### config.mk
export PLATFORM = sky130hd
export DESIGN_NAME = uifc_top
export DESIGN_NICKNAME = d
export VERILOG_FILES = /design/src/core/uifc_pkg.sv /design/src/core/uifc_stream_if.sv /design/src/core/uifc_buffer.sv /design/src/core/uifc_top.sv
export SDC_FILE = /design/constraint.sdc
export NUM_CORES = 1
export LEC_CHECK = 0
export ABC_AREA = 1
export BUFFER_PORTS_ARGS = -buffer_cell sky130_fd_sc_hd__buf_2
export CAP_MARGIN = 20
export CELL_PAD_IN_SITES_DETAIL_PLACEMENT = 1
export CELL_PAD_IN_SITES_GLOBAL_PLACEMENT = 1
export CORE_ASPECT_RATIO = 1.75
export CORE_MARGIN = 8
export CORE_UTILIZATION = 29
export DETAILED_ROUTE_END_ITERATION = 8
export PLACE_DENSITY = 0.73
export SYNTH_ARGS = -nofsm -noshare
export SYNTH_HDL_FRONTEND = slang
export SYNTH_HIERARCHICAL = 1
export SYNTH_SLANG_ARGS = --single-unit
### constraint.sdc
create_clock -name SYS_CLK -period 1.48 [get_ports SYS_CLK]
set_input_delay 0.296 -clock SYS_CLK [delete_from_list [all_inputs] [get_ports SYS_CLK]]
set_output_delay 0.296 -clock SYS_CLK [all_outputs]
set_load 0.03 [all_outputs]
### src/core/uifc_pkg.sv
// constants for the interrupt-enable / fifo-control register slice
// assumes a 16-deep receive and transmit fifo outside this block
package uifc_pkg;
    // byte addresses on the register port
    localparam logic [31:0] ADDR_IER_DLH = 32'h5000_1104;
    localparam logic [31:0] ADDR_IIR_FCR = 32'h5000_1108;
    localparam logic [31:0] ADDR_LCR = 32'h5000_110c;
    localparam logic [31:0] ADDR_CTRL = 32'h5000_1110;
    localparam logic [31:0] ADDR_STATUS = 32'h5000_1114;

    // interrupt-enable fields
    localparam int IER_RX_DATA_BIT = 0;
    localparam int IER_TX_EMPTY_BIT = 1;
    localparam int IER_LINE_BIT = 2;
    localparam logic [2:0] IER_RESET = 3'h0;
    localparam logic [7:0] DIV_HIGH_RESET = 8'h00;

    // fifo-control fields
    localparam int FCR_RX_THR_LSB = 6;
    localparam int FCR_TX_THR_LSB = 4;
    localparam int FCR_DMA_MODE_BIT = 3;
    localparam logic [1:0] THR_RESET = 2'h0;
    localparam logic [1:0] FIFO_STATUS_ON = 2'h3;
    localparam logic [1:0] FIFO_STATUS_OFF = 2'h0;

    // line control and own control fields
    localparam int LCR_DIV_ACCESS_BIT = 7;
    localparam int CTRL_FIFO_EN_BIT = 0;
    localparam int CTRL_AUTO_FLOW_BIT = 1;
    localparam int CTRL_RTS_REQ_BIT = 2;
    localparam logic [7:0] LCR_RESET = 8'h00;
    localparam logic [2:0] CTRL_RESET = 3'h0;

    // fifo depth and threshold levels
    localparam logic [4:0] FIFO_DEPTH = 5'h10;
    localparam logic [4:0] RX_LVL_ONE = 5'h01;
    localparam logic [4:0] RX_LVL_QUARTER = FIFO_DEPTH >> 2;
    localparam logic [4:0] RX_LVL_HALF = FIFO_DEPTH >> 1;
    localparam logic [4:0] RX_LVL_NEAR_FULL = FIFO_DEPTH - 5'h02;
    localparam logic [4:0] TX_LVL_EMPTY = 5'h00;
    localparam logic [4:0] TX_LVL_TWO = 5'h02;
    localparam logic [4:0] TX_LVL_QUARTER = FIFO_DEPTH >> 2;
    localparam logic [4:0] TX_LVL_HALF = FIFO_DEPTH >> 1;

    localparam int DATA_W = 8;

    // highest pending enabled source
    typedef enum logic [1:0] {
        SRC_NONE = 2'b00,
        SRC_LINE = 2'b01,
        SRC_RX_DATA = 2'b10,
        SRC_TX_EMPTY = 2'b11
    } uifc_src_t;
endpackage

### src/core/uifc_stream_if.sv
// valid/ready stream between the top and its two-entry buffer
// assumes both ends sit on the same clock
`timescale 1ns/1ps
`default_nettype none
interface uifc_stream_if;
    logic in_valid;
    logic [7:0] in_data;
    logic in_ready;
    logic out_valid;
    logic [7:0] out_data;
    logic out_ready;
    modport buffer (
        input in_valid,
        input in_data,
        output in_ready,
        output out_valid,
        output out_data,
        input out_ready
    );
    modport user (
        output in_valid,
        output in_data,
        input in_ready,
        input out_valid,
        input out_data,
        output out_ready
    );
endinterface
`default_nettype wire

### src/core/uifc_buffer.sv
// two-entry buffer: head register feeds the output directly
// assumes same clock and synchronous active-high reset as the top
`timescale 1ns/1ps
`default_nettype none
module uifc_buffer (
    input wire logic clk,
    input wire logic rst,
    uifc_stream_if.buffer st
);
    logic [7:0] head_ff;
    logic [7:0] tail_ff;
    logic [1:0] count_ff;
    logic [1:0] nxt_count;
    logic in_ready_ff;
    logic out_valid_ff;
    logic push;
    logic pop;

    assign push = st.in_valid & in_ready_ff;
    assign pop = out_valid_ff & st.out_ready;
    assign nxt_count = count_ff + {1'b0, push} - {1'b0, pop};
    assign st.in_ready = in_ready_ff;
    assign st.out_valid = out_valid_ff;
    assign st.out_data = head_ff;

    always_ff @(posedge clk)
    begin
        if (rst)
        begin
            count_ff <= 2'h0;
            in_ready_ff <= 1'b0;
            out_valid_ff <= 1'b0;
        end
        else
        begin
            count_ff <= nxt_count;
            in_ready_ff <= (nxt_count != 2'h2);
            out_valid_ff <= (nxt_count != 2'h0);
        end
    end

    // head loads from input when empty or draining, else from tail
    always_ff @(posedge clk)
    begin
        if (rst)
        begin
            head_ff <= 8'h00;
            tail_ff <= 8'h00;
        end
        else
        begin
            if (pop && count_ff == 2'h2)
                head_ff <= tail_ff;
            else if (push && (count_ff == 2'h0 || pop))
                head_ff <= st.in_data;
            if (push && count_ff == 2'h1 && !pop)
                tail_ff <= st.in_data;
        end
    end
endmodule
`default_nettype wire

### src/core/uifc_top.sv
// interrupt enables, divisor high byte and fifo thresholds of a uart
// assumes fifo levels and pending events come from logic on SYS_CLK
`timescale 1ns/1ps
`default_nettype none
// What this block does
// - tx holding empty interrupt passes only when its enable is set; third rank
// - the enable address also holds the divisor high byte, read and write
// - divisor access bit set selects divisor byte, otherwise the enables
// - rx data enable gates rx data and, with fifos on, char timeout
// - rx data and char timeout rank second in priority
// - fifo-control bits 7:6 read 11 with fifos on, 00 when off
// - write bits 7:6 pick rx threshold: 1, quarter, half, two below full
// - auto flow, with fifos on, deasserts request-to-send at the rx threshold
// - rx dma request (active low) follows the rx threshold in mode 1 with fifos on, any character in mode 0
// - bits 5:4 pick tx empty threshold; read back as zero
// - line status interrupt, own enable, has top priority
module uifc_top (
    input wire logic SYS_CLK,
    input wire logic RESET,
    input wire logic [31:0] REG_ADDR,
    input wire logic [31:0] REG_WDATA,
    input wire logic REG_WR,
    input wire logic REG_RD,
    output logic [31:0] REG_RDATA,
    input wire logic [4:0] RX_FIFO_LEVEL,
    input wire logic [4:0] TX_FIFO_LEVEL,
    input wire logic LINE_STATUS_EVENT,
    input wire logic CHAR_TIMEOUT_EVENT,
    input wire logic RX_IN_VALID,
    input wire logic [7:0] RX_IN_DATA,
    output logic RX_IN_READY,
    output logic RX_OUT_VALID,
    output logic [7:0] RX_OUT_DATA,
    input wire logic RX_OUT_READY,
    output logic IRQ,
    output logic [1:0] IRQ_SOURCE,
    output logic RTS_N,
    output logic DMA_RX_REQ_N,
    output logic DMA_TX_REQ_N,
    output logic [7:0] DIVISOR_HIGH,
    output logic [1:0] RX_THRESHOLD,
    output logic [1:0] TX_THRESHOLD
);
    // register state
    logic [2:0] irq_en_ff;
    logic [7:0] div_high_ff;
    logic [1:0] rx_thr_ff;
    logic [1:0] tx_thr_ff;
    logic dma_mode_ff;
    logic [7:0] lcr_ff;
    logic [2:0] ctrl_ff;
    logic [31:0] rdata_ff;

    // output state
    logic irq_ff;
    uifc_pkg::uifc_src_t src_ff;
    logic rts_n_ff;
    logic dma_rx_n_ff;
    logic dma_tx_n_ff;

    // decode
    logic hit_ier;
    logic hit_fcr;
    logic hit_lcr;
    logic hit_ctrl;
    logic hit_status;
    logic div_access;
    logic wr_ier;
    logic wr_div;
    logic wr_fcr;
    logic wr_lcr;
    logic wr_ctrl;

    // control bits
    logic fifo_en;
    logic auto_flow;
    logic rts_req;

    // levels and pending sources
    logic [4:0] rx_level;
    logic [4:0] tx_level;
    logic rx_at_thr;
    logic tx_at_thr;
    logic rx_any;
    logic tx_empty;
    logic line_pend;
    logic rx_pend;
    logic timeout_pend;
    logic txe_pend;
    logic line_on;
    logic rx_on;
    logic txe_on;
    uifc_pkg::uifc_src_t nxt_src;
    logic nxt_irq;
    logic nxt_rts_n;
    logic nxt_dma_rx_n;
    logic nxt_dma_tx_n;

    // read data
    logic [7:0] ier_view;
    logic [7:0] fcr_view;
    logic [7:0] status_view;
    logic [31:0] nxt_rdata;

    assign hit_ier = (REG_ADDR == uifc_pkg::ADDR_IER_DLH);
    assign hit_fcr = (REG_ADDR == uifc_pkg::ADDR_IIR_FCR);
    assign hit_lcr = (REG_ADDR == uifc_pkg::ADDR_LCR);
    assign hit_ctrl = (REG_ADDR == uifc_pkg::ADDR_CTRL);
    assign hit_status = (REG_ADDR == uifc_pkg::ADDR_STATUS);

    assign div_access = lcr_ff[uifc_pkg::LCR_DIV_ACCESS_BIT];
    // same address, two targets, steered by the access bit
    assign wr_div = REG_WR & hit_ier & div_access;
    assign wr_ier = REG_WR & hit_ier & ~div_access;
    assign wr_fcr = REG_WR & hit_fcr;
    assign wr_lcr = REG_WR & hit_lcr;
    assign wr_ctrl = REG_WR & hit_ctrl;

    assign fifo_en = ctrl_ff[uifc_pkg::CTRL_FIFO_EN_BIT];
    assign auto_flow = ctrl_ff[uifc_pkg::CTRL_AUTO_FLOW_BIT];
    assign rts_req = ctrl_ff[uifc_pkg::CTRL_RTS_REQ_BIT];

    always_ff @(posedge SYS_CLK)
    begin
        if (RESET)
            irq_en_ff <= uifc_pkg::IER_RESET;
        else if (wr_ier)
            irq_en_ff <= REG_WDATA[2:0];
    end

    always_ff @(posedge SYS_CLK)
    begin
        if (RESET)
            div_high_ff <= uifc_pkg::DIV_HIGH_RESET;
        else if (wr_div)
            div_high_ff <= REG_WDATA[7:0];
    end

    // write-only thresholds; the read side of this address differs
    always_ff @(posedge SYS_CLK)
    begin
        if (RESET)
        begin
            rx_thr_ff <= uifc_pkg::THR_RESET;
            tx_thr_ff <= uifc_pkg::THR_RESET;
        end
        else if (wr_fcr)
        begin
            rx_thr_ff <= REG_WDATA[uifc_pkg::FCR_RX_THR_LSB +: 2];
            tx_thr_ff <= REG_WDATA[uifc_pkg::FCR_TX_THR_LSB +: 2];
        end
    end

    // mode bit rides on the same write as the thresholds
    always_ff @(posedge SYS_CLK)
    begin
        if (RESET)
            dma_mode_ff <= 1'b0;
        else if (wr_fcr)
            dma_mode_ff <= REG_WDATA[uifc_pkg::FCR_DMA_MODE_BIT];
    end

    always_ff @(posedge SYS_CLK)
    begin
        if (RESET)
            lcr_ff <= uifc_pkg::LCR_RESET;
        else if (wr_lcr)
            lcr_ff <= REG_WDATA[7:0];
    end

    always_ff @(posedge SYS_CLK)
    begin
        if (RESET)
            ctrl_ff <= uifc_pkg::CTRL_RESET;
        else if (wr_ctrl)
            ctrl_ff <= REG_WDATA[2:0];
    end

    // threshold decode
    always_comb
    begin
        case (rx_thr_ff)
            2'b00: rx_level = uifc_pkg::RX_LVL_ONE;
            2'b01: rx_level = uifc_pkg::RX_LVL_QUARTER;
            2'b10: rx_level = uifc_pkg::RX_LVL_HALF;
            2'b11: rx_level = uifc_pkg::RX_LVL_NEAR_FULL;
            default: rx_level = uifc_pkg::RX_LVL_ONE;
        endcase
    end

    always_comb
    begin
        case (tx_thr_ff)
            2'b00: tx_level = uifc_pkg::TX_LVL_EMPTY;
            2'b01: tx_level = uifc_pkg::TX_LVL_TWO;
            2'b10: tx_level = uifc_pkg::TX_LVL_QUARTER;
            2'b11: tx_level = uifc_pkg::TX_LVL_HALF;
            default: tx_level = uifc_pkg::TX_LVL_EMPTY;
        endcase
    end

    assign rx_any = (RX_FIFO_LEVEL != 5'h00);
    assign tx_empty = (TX_FIFO_LEVEL == 5'h00);
    assign rx_at_thr = (RX_FIFO_LEVEL >= rx_level);
    assign tx_at_thr = (TX_FIFO_LEVEL <= tx_level);

    // without fifos a single character is the threshold
    assign line_pend = LINE_STATUS_EVENT;
    assign rx_pend = fifo_en ? rx_at_thr : rx_any;
    assign timeout_pend = fifo_en & CHAR_TIMEOUT_EVENT;
    assign txe_pend = fifo_en ? tx_at_thr : tx_empty;

    assign line_on = line_pend & irq_en_ff[uifc_pkg::IER_LINE_BIT];
    assign rx_on = (rx_pend | timeout_pend)
        & irq_en_ff[uifc_pkg::IER_RX_DATA_BIT];
    assign txe_on = txe_pend & irq_en_ff[uifc_pkg::IER_TX_EMPTY_BIT];

    // fixed priority: line, then rx data/timeout, then tx empty
    always_comb
    begin
        if (line_on)
            nxt_src = uifc_pkg::SRC_LINE;
        else if (rx_on)
            nxt_src = uifc_pkg::SRC_RX_DATA;
        else if (txe_on)
            nxt_src = uifc_pkg::SRC_TX_EMPTY;
        else
            nxt_src = uifc_pkg::SRC_NONE;
    end

    assign nxt_irq = line_on | rx_on | txe_on;

    // auto flow overrides the software request at the threshold
    assign nxt_rts_n = (auto_flow & fifo_en & rx_at_thr) | ~rts_req;

    // mode 0 asks per character, mode 1 waits for the threshold
    assign nxt_dma_rx_n = dma_mode_ff ? ~(fifo_en & rx_at_thr)
        : ~rx_any;
    assign nxt_dma_tx_n = dma_mode_ff ? ~txe_pend : ~tx_empty;

    always_ff @(posedge SYS_CLK)
    begin
        if (RESET)
            irq_ff <= 1'b0;
        else
            irq_ff <= nxt_irq;
    end

    always_ff @(posedge SYS_CLK)
    begin
        if (RESET)
            src_ff <= uifc_pkg::SRC_NONE;
        else
            src_ff <= nxt_src;
    end

    // request lines idle high, so reset leaves the far end unasked
    always_ff @(posedge SYS_CLK)
    begin
        if (RESET)
            rts_n_ff <= 1'b1;
        else
            rts_n_ff <= nxt_rts_n;
    end

    always_ff @(posedge SYS_CLK)
    begin
        if (RESET)
            dma_rx_n_ff <= 1'b1;
        else
            dma_rx_n_ff <= nxt_dma_rx_n;
    end

    always_ff @(posedge SYS_CLK)
    begin
        if (RESET)
            dma_tx_n_ff <= 1'b1;
        else
            dma_tx_n_ff <= nxt_dma_tx_n;
    end

    // read views
    assign ier_view = div_access ? div_high_ff
        : {5'h00, irq_en_ff};
    assign fcr_view = {(fifo_en ? uifc_pkg::FIFO_STATUS_ON
        : uifc_pkg::FIFO_STATUS_OFF), 6'h00};
    assign status_view = {1'b0, txe_pend, timeout_pend, rx_pend,
        line_pend, irq_ff, src_ff};

    always_comb
    begin
        nxt_rdata = 32'h0000_0000;
        if (REG_RD)
        begin
            if (hit_ier)
                nxt_rdata = {24'h00_0000, ier_view};
            else if (hit_fcr)
                nxt_rdata = {24'h00_0000, fcr_view};
            else if (hit_lcr)
                nxt_rdata = {24'h00_0000, lcr_ff};
            else if (hit_ctrl)
                nxt_rdata = {29'h0000_0000, ctrl_ff};
            else if (hit_status)
                nxt_rdata = {24'h00_0000, status_view};
            else
                nxt_rdata = 32'h0000_0000;
        end
    end

    // data is valid only in the cycle after the read strobe
    always_ff @(posedge SYS_CLK)
    begin
        if (RESET)
            rdata_ff <= 32'h0000_0000;
        else
            rdata_ff <= nxt_rdata;
    end

    // receive character path through the two-entry buffer
    uifc_stream_if rx_st ();

    assign rx_st.in_valid = RX_IN_VALID;
    assign rx_st.in_data = RX_IN_DATA;
    assign rx_st.out_ready = RX_OUT_READY;

    uifc_buffer u_rx_buf (
        .clk(SYS_CLK),
        .rst(RESET),
        .st(rx_st.buffer)
    );

    assign REG_RDATA = rdata_ff;
    assign IRQ = irq_ff;
    assign IRQ_SOURCE = src_ff;
    assign RTS_N = rts_n_ff;
    assign DMA_RX_REQ_N = dma_rx_n_ff;
    assign DMA_TX_REQ_N = dma_tx_n_ff;
    assign DIVISOR_HIGH = div_high_ff;
    assign RX_THRESHOLD = rx_thr_ff;
    assign TX_THRESHOLD = tx_thr_ff;
    assign RX_IN_READY = rx_st.in_ready;
    assign RX_OUT_VALID = rx_st.out_valid;
    assign RX_OUT_DATA = rx_st.out_data;
endmodule
`default_nettype wire

[Word-level counts from Yosys, hierarchy flattened]
Index checks and enable logic that the tools add are counted.
Cells by class
  add/sub/neg operators: 2
  $lt $le $gt $ge: 2
  equality and inequality tests: 14
  multiplexer cells: 18
  bitwise gates (word level): 26
  reductions and logical operators: 16
Operator list (number)
  32-bit by 31-bit == test with 1-bit output, second input constant: 5
  8-bit 2-to-1 mux: 6
  5-bit one-hot mux with 4 select lines: 2
  1-bit bitwise AND: 15
  7-bit 2-to-1 mux: 2
  2-bit == test, second input constant: 5
  1-bit NOT: 7
  2-bit by 1-bit == test with 1-bit output, second input constant: 3
  2-bit logical NOT: 3
  2-bit 2-to-1 mux: 3
  6-bit OR reduction: 1
  5-bit greater-or-equal comparator: 1
  5-bit less-or-equal comparator: 1
  5-bit logical NOT: 1
  1-bit 2-to-1 mux: 5
  5-bit nonzero test: 1
  1-bit logical AND: 4
  1-bit OR: 4
  2-bit nonzero test: 2
  2-bit OR reduction: 2
  2-bit by 1-bit adder with 2-bit output: 1
  2-bit inequality test, second input constant: 1
  2-bit by 1-bit subtractor with 2-bit output: 1
  1-bit logical NOT: 1
  1-bit logical OR: 1
Word-level totals
  flip-flop bits (word level): 85
  bits of input ports: 90
  output and inout bits: 60

[Logic depth before layout (Yosys ltp)]
Gate-level depths: netlist (run 1).
  depth in word-level cells: 9
  gate-level depth with buffers: 14
  depth with buffers taken out: 14

[Hierarchy]
The synthesis (run 1) kept the hierarchy.
Modules (own cells, without submodules)
  uifc_top: times used 1, cells an instance 411, area an instance 2551.2 µm², seq. area each 820.8 µm²
  uifc_buffer: times used 1, cells an instance 134, area an instance 912.1 µm², seq. area each 400.4 µm²

[Worst setup path after synthesis (run 1)]
OpenSTA, ideal clock, no wires.
  path kind: register -> register
  start point: register tx_thr_ff[1], in the netlist TX_THRESHOLD[1]
  end point: register rdata_ff[6], in the netlist REG_RDATA[6]
  setup time: 0.120 ns
  data arrival time: 1.540 ns
  required time: 1.360 ns
  slack: -0.180 ns
  cell stages (with the launch flop): 12
  path buffers: 0
  period minus slack after synthesis: 1.660 ns
  cells stage by stage: dfxtp_1 nand2_1 ha_1 nand2_1 o211ai_1 nand3_1 nand2_1 inv_1 nand2_1 nand2_1 nor2_1 nor2_1
Between the ends
  longest elaborated chain between the ends: 9
  elaborated cells between the ends (all ways): 12
RTL lines
  from (decl): RTL line uifc_top.sv:48  | logic [1:0] tx_thr_ff;
  from (signal assigned): RTL line uifc_top.sv:145  | tx_thr_ff <= uifc_pkg::THR_RESET;
  from (signal assigned): RTL line uifc_top.sv:150  | tx_thr_ff <= REG_WDATA[uifc_pkg::FCR_TX_THR_LSB +: 2];
  2-bit == test (tied with other cells): RTL line uifc_top.sv:193  | case (tx_thr_ff)
  5-bit one-hot mux with 4 select lines *: RTL line uifc_top.sv:193
  5-bit less-or-equal comparator *: RTL line uifc_top.sv:205  | assign tx_at_thr = (TX_FIFO_LEVEL <= tx_level);
  1-bit 2-to-1 mux *: RTL line uifc_top.sv:211  | assign txe_pend = fifo_en ? tx_at_thr : tx_empty;
  7-bit 2-to-1 mux *: RTL line uifc_top.sv:303  | else if (hit_status)
  7-bit 2-to-1 mux *: RTL line uifc_top.sv:301  | else if (hit_ctrl)
  8-bit 2-to-1 mux *: RTL line uifc_top.sv:299  | else if (hit_lcr)
  8-bit 2-to-1 mux *: RTL line uifc_top.sv:297  | else if (hit_fcr)
  8-bit 2-to-1 mux *: RTL line uifc_top.sv:295  | if (hit_ier)
  to (signal assigned): RTL line uifc_top.sv:316  | rdata_ff <= nxt_rdata;
  to (decl): RTL line uifc_top.sv:52  | logic [31:0] rdata_ff;
Mark *: on every way between the ends. The rest lies on a longest branch, timed or not. The select of a mux whose other input is x is not followed.
A chain may end at the register's enable or synchronous reset.

[Worst setup path in the final report (run 1)]
  start point: register tx_thr_ff[0], in the netlist TX_THRESHOLD[0]
  end point: register dma_tx_n_ff, in the netlist DMA_TX_REQ_N
Between the ends
  longest elaborated chain between the ends: 6
  elaborated cells between the ends (all ways): 9
RTL lines
  2-bit == test (tied with other cells): RTL line uifc_top.sv:193
  5-bit one-hot mux with 4 select lines *: RTL line uifc_top.sv:193
  5-bit less-or-equal comparator *: RTL line uifc_top.sv:205
  1-bit 2-to-1 mux *: RTL line uifc_top.sv:211
  1-bit NOT *: RTL line uifc_top.sv:239  | assign nxt_dma_tx_n = dma_mode_ff ? ~txe_pend : ~tx_empty;
  1-bit 2-to-1 mux *: RTL line uifc_top.sv:239
  to (signal assigned): RTL line uifc_top.sv:279  | dma_tx_n_ff <= nxt_dma_tx_n;
  to (decl): RTL line uifc_top.sv:59  | logic dma_tx_n_ff;
Marked as above.

==> results.cfg, run 1 <==
[cts]
numClockSinks = 61
clk_path_buf_depth = 2
clock-root-buffer = clkbuf_16
clkTransAtPathRegs_ps = 50
insertion_delay_ps = 320
numCtsBuffers = 9
cts_hold_buf = 0
cts_tree = built
htree_levels = 3

[pwr]
p_leak_nw = 2.56
internal-power_mw = 3.42
combPwrFrac = 0.277
power.total_mw = 5.16
vdd_drop_max_v = 0.000570
powerDensity_nw_per_um2 = 1080
clockPowerShare = 0.349
switching_share = 0.338
seq_power_share = 0.374
switchingPower_mw = 1.74

[floorplan]
die_y_um = 161
ios = 150
row_count = 53
die_area_um2 = 15800
die_w_um = 98.6
core_um2 = 11800
start_util = 0.293

[logic_synthesis]
synth_top_area_share = 0.353
yosysUniqueCellTypes = 30
syn_inst = 545
ys_seq_elements = 61
netlist_top_cells_area = dfxtp_1 35%, nand2_1 15%, nor2_1 9.6%, inv_1 9.5%, buf_4 5.4%
synth_top_cell_by_area = dfxtp_1
ys_warn_count = 6
seq_area_frac_synth = 0.353
mappedNetlistArea_um2 = 3460
syn_area_per_cell_um2 = 6.35

[setup_path]
cp.required_ps = 1740
path_cells = inv_2 > nand2_2 > ha_4 > nand2_2 > o211ai_1 > nand3_1 > nand2_2 > inv_2 > buf_4 > buf_4 > o21ai_2
slowest_stage = dfxtp_2
start_kind = register
crit_arrival_ps = 1850
endpoint_kind = register
slowest_delay_ps = 330
crit_type = reg2reg
crit_path_max_fanout = 3
r2r_slack_ps = -110
crit_top_cell = nand2_2

[route]
vias = 3777
drcViolationCount = 0
drt_iter0_drc = 58
wirelength_um = 11900
drt-wirelength-per-cell_um = 14.4
drtAntennaViolNets = 0
dr.pass1.iters = 4
vias_per_cell = 4.56

[timing]
holdWs_ps = 222
drv_slew = 0
setup_viol = 7
finalHoldViolCount = 0
tns_ps = -481
clock.fmax_mhz = 628
fin_skew_ps = 5.58
period_needed_ps = 1590
setup_ws_ps = -112
rsz0062_at_grt = true
fin_crit_sh = 1.08

[finish]
syn_to_final_growth_pct = 37.8
final_area_um2 = 4770
drive_gt1_frac = 0.308
nets = 786
diodes = 0

[placement]
placed_cell_area_um2 = 4270
gp_congestion = 0.806
dp_hpwl_um = 9990
io_buffers = 101
post-place-ws_ps = -270

[grt]
overflow = 0
grt_pass1_wl_um = 19400
antenna_found_initial = 0
grt_max_degree = 17
grt_usage = 0.152
grt_pass1_vias = 4303

[outcome]
status = complete, but fails checks
violations = setup timing

[hold_path]
min_path_type = in2reg

[job]
max-cap-violations = 0
==> logic make-up after synthesis <==
family / after synthesis / synth area share
flip-flops: 61 / 0.353
other: 1 / 0.00108
adder cells (fa/ha/maj): 9 / 0.0325
AO/OA/AOI/OAI: 68 / 0.102
AND/OR/NAND/NOR: 278 / 0.343
buffers and inverters: 128 / 0.169
==> worst max-delay path: cells and delay by family, from the launching register on <==
| family | cells | cell delay (ps) |
|---|---|---|
| buf+inv | 4 | 360 |
| simple gates | 4 | 320 |
| flops | 1 | 330 |
| fa+ha+maj | 1 | 270 |
| compound gates | 2 | 250 |
==> metal layers <==
metal	vias up	GRT usage	part of all wire
met4	0	0.0738	0.028
li1	1904	-	-
met5	-	0	0
met2	98	0.313	0.59
met3	24	0.0433	0.050
met1	1751	0.124	0.33
==> per-stage QoR <==
stage	util	cells
detailed placement	0.362	807
finish	0.404	828
global placement	0.362	807
global route	0.404	828
floorplan	-	568
CTS	0.389	824
==> cell usage in the layout (no fill, tap or decap), types with 5 or more instances in the layout <==
master     count
conb_1        24
nand3_1       27
clkbuf_16      9
inv_2         11
nand3_2        7
inv_1         85
nand2_1      124
nand2_2       13
o21ai_1       10
buf_2        101
buf_4         36
dfxtp_1       56
a21oi_1       29
ha_4           5
nor2_4         5
nor2_1        84
o21ai_0       19
==> flip-flops by register name, indices dropped and copies added (netlist names), 2 cells and up <==
| signal | count |
|---|---|
| IRQ_SOURCE | 2 |
| TX_THRESHOLD | 2 |
| DIVISOR_HIGH | 8 |
| u_rx_buf/count_ff | 2 |
| REG_RDATA | 8 |
| u_rx_buf/st.out_data | 8 |
| irq_en_ff | 3 |
| lcr_ff | 8 |
| ctrl_ff | 3 |
| u_rx_buf/tail_ff | 8 |
| RX_THRESHOLD | 2 |
==> path summary, 6_finish.rpt <==
kind / from / end / depth (start not counted)
max reg2reg: TX_THRESHOLD[0] / DMA_TX_REQ_N / 11
min reg2reg: ctrl_ff[2] / RTS_N / 1
min: REG_RD / REG_RDATA[4] / 3
max: TX_THRESHOLD[0] / DMA_TX_REQ_N / 11
==> timing repair <==
item	CTS	global route
pin swaps	5	16
resized for setup	12	36
setup buffers	2	5
endpoints found under the setup margin	6	26
==> cells in the mapped netlist (all sizes together) <==
cell     instances
nand2          140
a21oi           31
nor3             5
clkbuf           4
ha               9
conb             1
o2bb2ai          1
a21o             1
a31oi            4
nand4            1
inv             96
nand3           36
buf             28
nor2            95
and2             1
o211ai           1
dfxtp           61
o21ai           30
==> power by group through the flow <==
| stage | clock (mW) | sequential, mW | combinational [mW] |
|---|---|---|---|
| finish | 1.80 | 1.93 | 1.43 |
| global route | 1.94 | 1.95 | 1.61 |
| CTS | 1.88 | 1.93 | 1.41 |
| detailed placement | 0 | 1.97 | 1.40 |
| global placement | 0 | 1.95 | 1.34 |
| floorplan | 0 | 2.20 | 0.710 |
==> layout make-up <==
type / count / area [um2]
Clock inverter: 2 / 12.5
Tap cell: 137 / 171
Timing Repair Buffer: 140 / 818
Inverter: 96 / 360
Clock buffer: 13 / 240
Sequential cell: 61 / 1230
Fill cell: 1573 / 7030
Multi-Input combinational cell: 379 / 1940
Note: power is estimated with default switching activity, not from simulation.
==> run 2, diff against run 1 <==
CTS_CLUSTER_DIAMETER = 200   (was default)
MAX_ROUTING_LAYER = met4   (was default)
==> results.cfg, run 2 (same netlist as run 1, synthesis figures left out) <==
[outcome]
status = complete, but fails checks
violations = setup timing

[finish]
drive_gt1_frac = 0.308
mostFrequentLayoutCell = nand2_1
syn_to_final_growth_pct = 37.8
diodes = 0
layout_common_cells = 124 x nand2_1, 101 x buf_2, 85 x inv_1, 84 x nor2_1, 56 x dfxtp_1
final_area_um2 = 4770
num-fill-cells = 1573
nets = 786

[floorplan]
ios = 150
row_count = 53
start_util = 0.293
core_um2 = 11800
die_w_um = 98.6
die_y_um = 161
die_area_um2 = 15800

[cts]
clock-root-buffer = clkbuf_16
cts_tree = built
htree_levels = 3
clk_path_buf_depth = 2
clkTransAtPathRegs_ps = 50
insertion_delay_ps = 320
numClockSinks = 61
numCtsBuffers = 9

[grt]
grt_max_degree = 17
overflow = 0
grt_pass1_wl_um = 19400
antenna_found_initial = 0
grt_usage = 0.156
grt_pass1_vias = 4313

[timing]
drv_slew = 0
fin_crit_sh = 1.08
period_needed_ps = 1590
setup_viol = 7
setup_ws_ps = -111
clock.fmax_mhz = 628
tns_ps = -477
fin_skew_ps = 5.56
holdWs_ps = 221
finalHoldViolCount = 0
rsz0062_at_grt = true

[setup_path]
endpoint_kind = register
cp.required_ps = 1740
path_buf_inv = 4
crit_type = reg2reg
crit_family = buffers and inverters
start_kind = register
crit_arrival_ps = 1850
slowest_delay_ps = 330
path_cells = inv_2 > nand2_2 > ha_4 > nand2_2 > o211ai_1 > nand3_1 > nand2_2 > inv_2 > buf_4 > buf_4 > o21ai_2
slowest_stage = dfxtp_2
crit_top_cell = nand2_2
crit_path_max_fanout = 3
r2r_slack_ps = -110

[pwr]
powerDensity_nw_per_um2 = 1080
p_leak_nw = 2.56
power.total_mw = 5.16
vdd_drop_max_v = 0.000570

[placement]
gp_congestion = 0.818
io_buffers = 101
placed_cell_area_um2 = 4270
post-place-ws_ps = -270
dp_hpwl_um = 9990

[route]
dr.pass1.iters = 4
met2_length_um = 7070
vias = 3774
drt_iter0_drc = 64
drcViolationCount = 0
wirelength_um = 12000
vias_per_cell = 4.56
highest_layer = met4
drtAntennaViolNets = 0
wl_met1_um = 4060
drt-wirelength-per-cell_um = 14.4
wl_met3_um = 493

[job]
max-cap-violations = 0

[hold_path]
min_path_type = in2reg
run 2: cell counts in the layout (fill, tap and decap cells not counted):
No cell type changed its count.
run 2: cell type report:
cell class,instances,area (um2),share of cell area
multi-input combinational,379,1940,0.406
inverter,96,360,0.0755
sequential,61,1230,0.258
clock inverter,2,12.5,0.00262
tap,137,171,0.0359
timing repair buffer,140,818,0.172
clock buffer,13,240,0.0504
run 2: worst reg2reg max path: cells and delay by family (launching register included):
family                     cells  cell delay (ps)
AOI/OAI and AO/OA              2              250
DFF                            1              330
and+or+nand+nor                4              320
buffers and inverters          4              360
adders and majority gates      1              270
run 2: path summary, 6_finish.rpt:
path,from,to,cells past startpoint
hold / removal,REG_RD,REG_RDATA[4],3
setup / recovery,TX_THRESHOLD[0],DMA_TX_REQ_N,11
setup reg to reg,TX_THRESHOLD[0],DMA_TX_REQ_N,11
hold reg to reg,ctrl_ff[2],RTS_N,1
run 2: timing repair:
item                       4_1_cts  5_1_grt
setup buffers                    2        5
hold buffers                     0        0
resized for setup               12       36
pin swaps                        5       16
setup endpoints to repair        6       26
run 2: per-layer routing:
layer  vias up  GRT usage
met5         -          -
met4         0     0.0738
met3        25     0.0368
met2        96      0.313
met1      1749      0.128
li1       1904          -
run 2: where the power goes:
part	total [mW]	leakage, nW	switching (mW)	internal (mW)
logic	1.43	1.94	0.957	0.474
clock network	1.80	0.120	0.683	1.12
registers	1.93	0.498	0.104	1.83
total	5.16	2.56	1.74	3.42
run 2: per-stage QoR:
stage,util,cells
finish,0.404,828
global route,0.404,828
CTS,0.389,824
detailed placement,0.362,807
global placement,0.362,807
floorplan,-,568
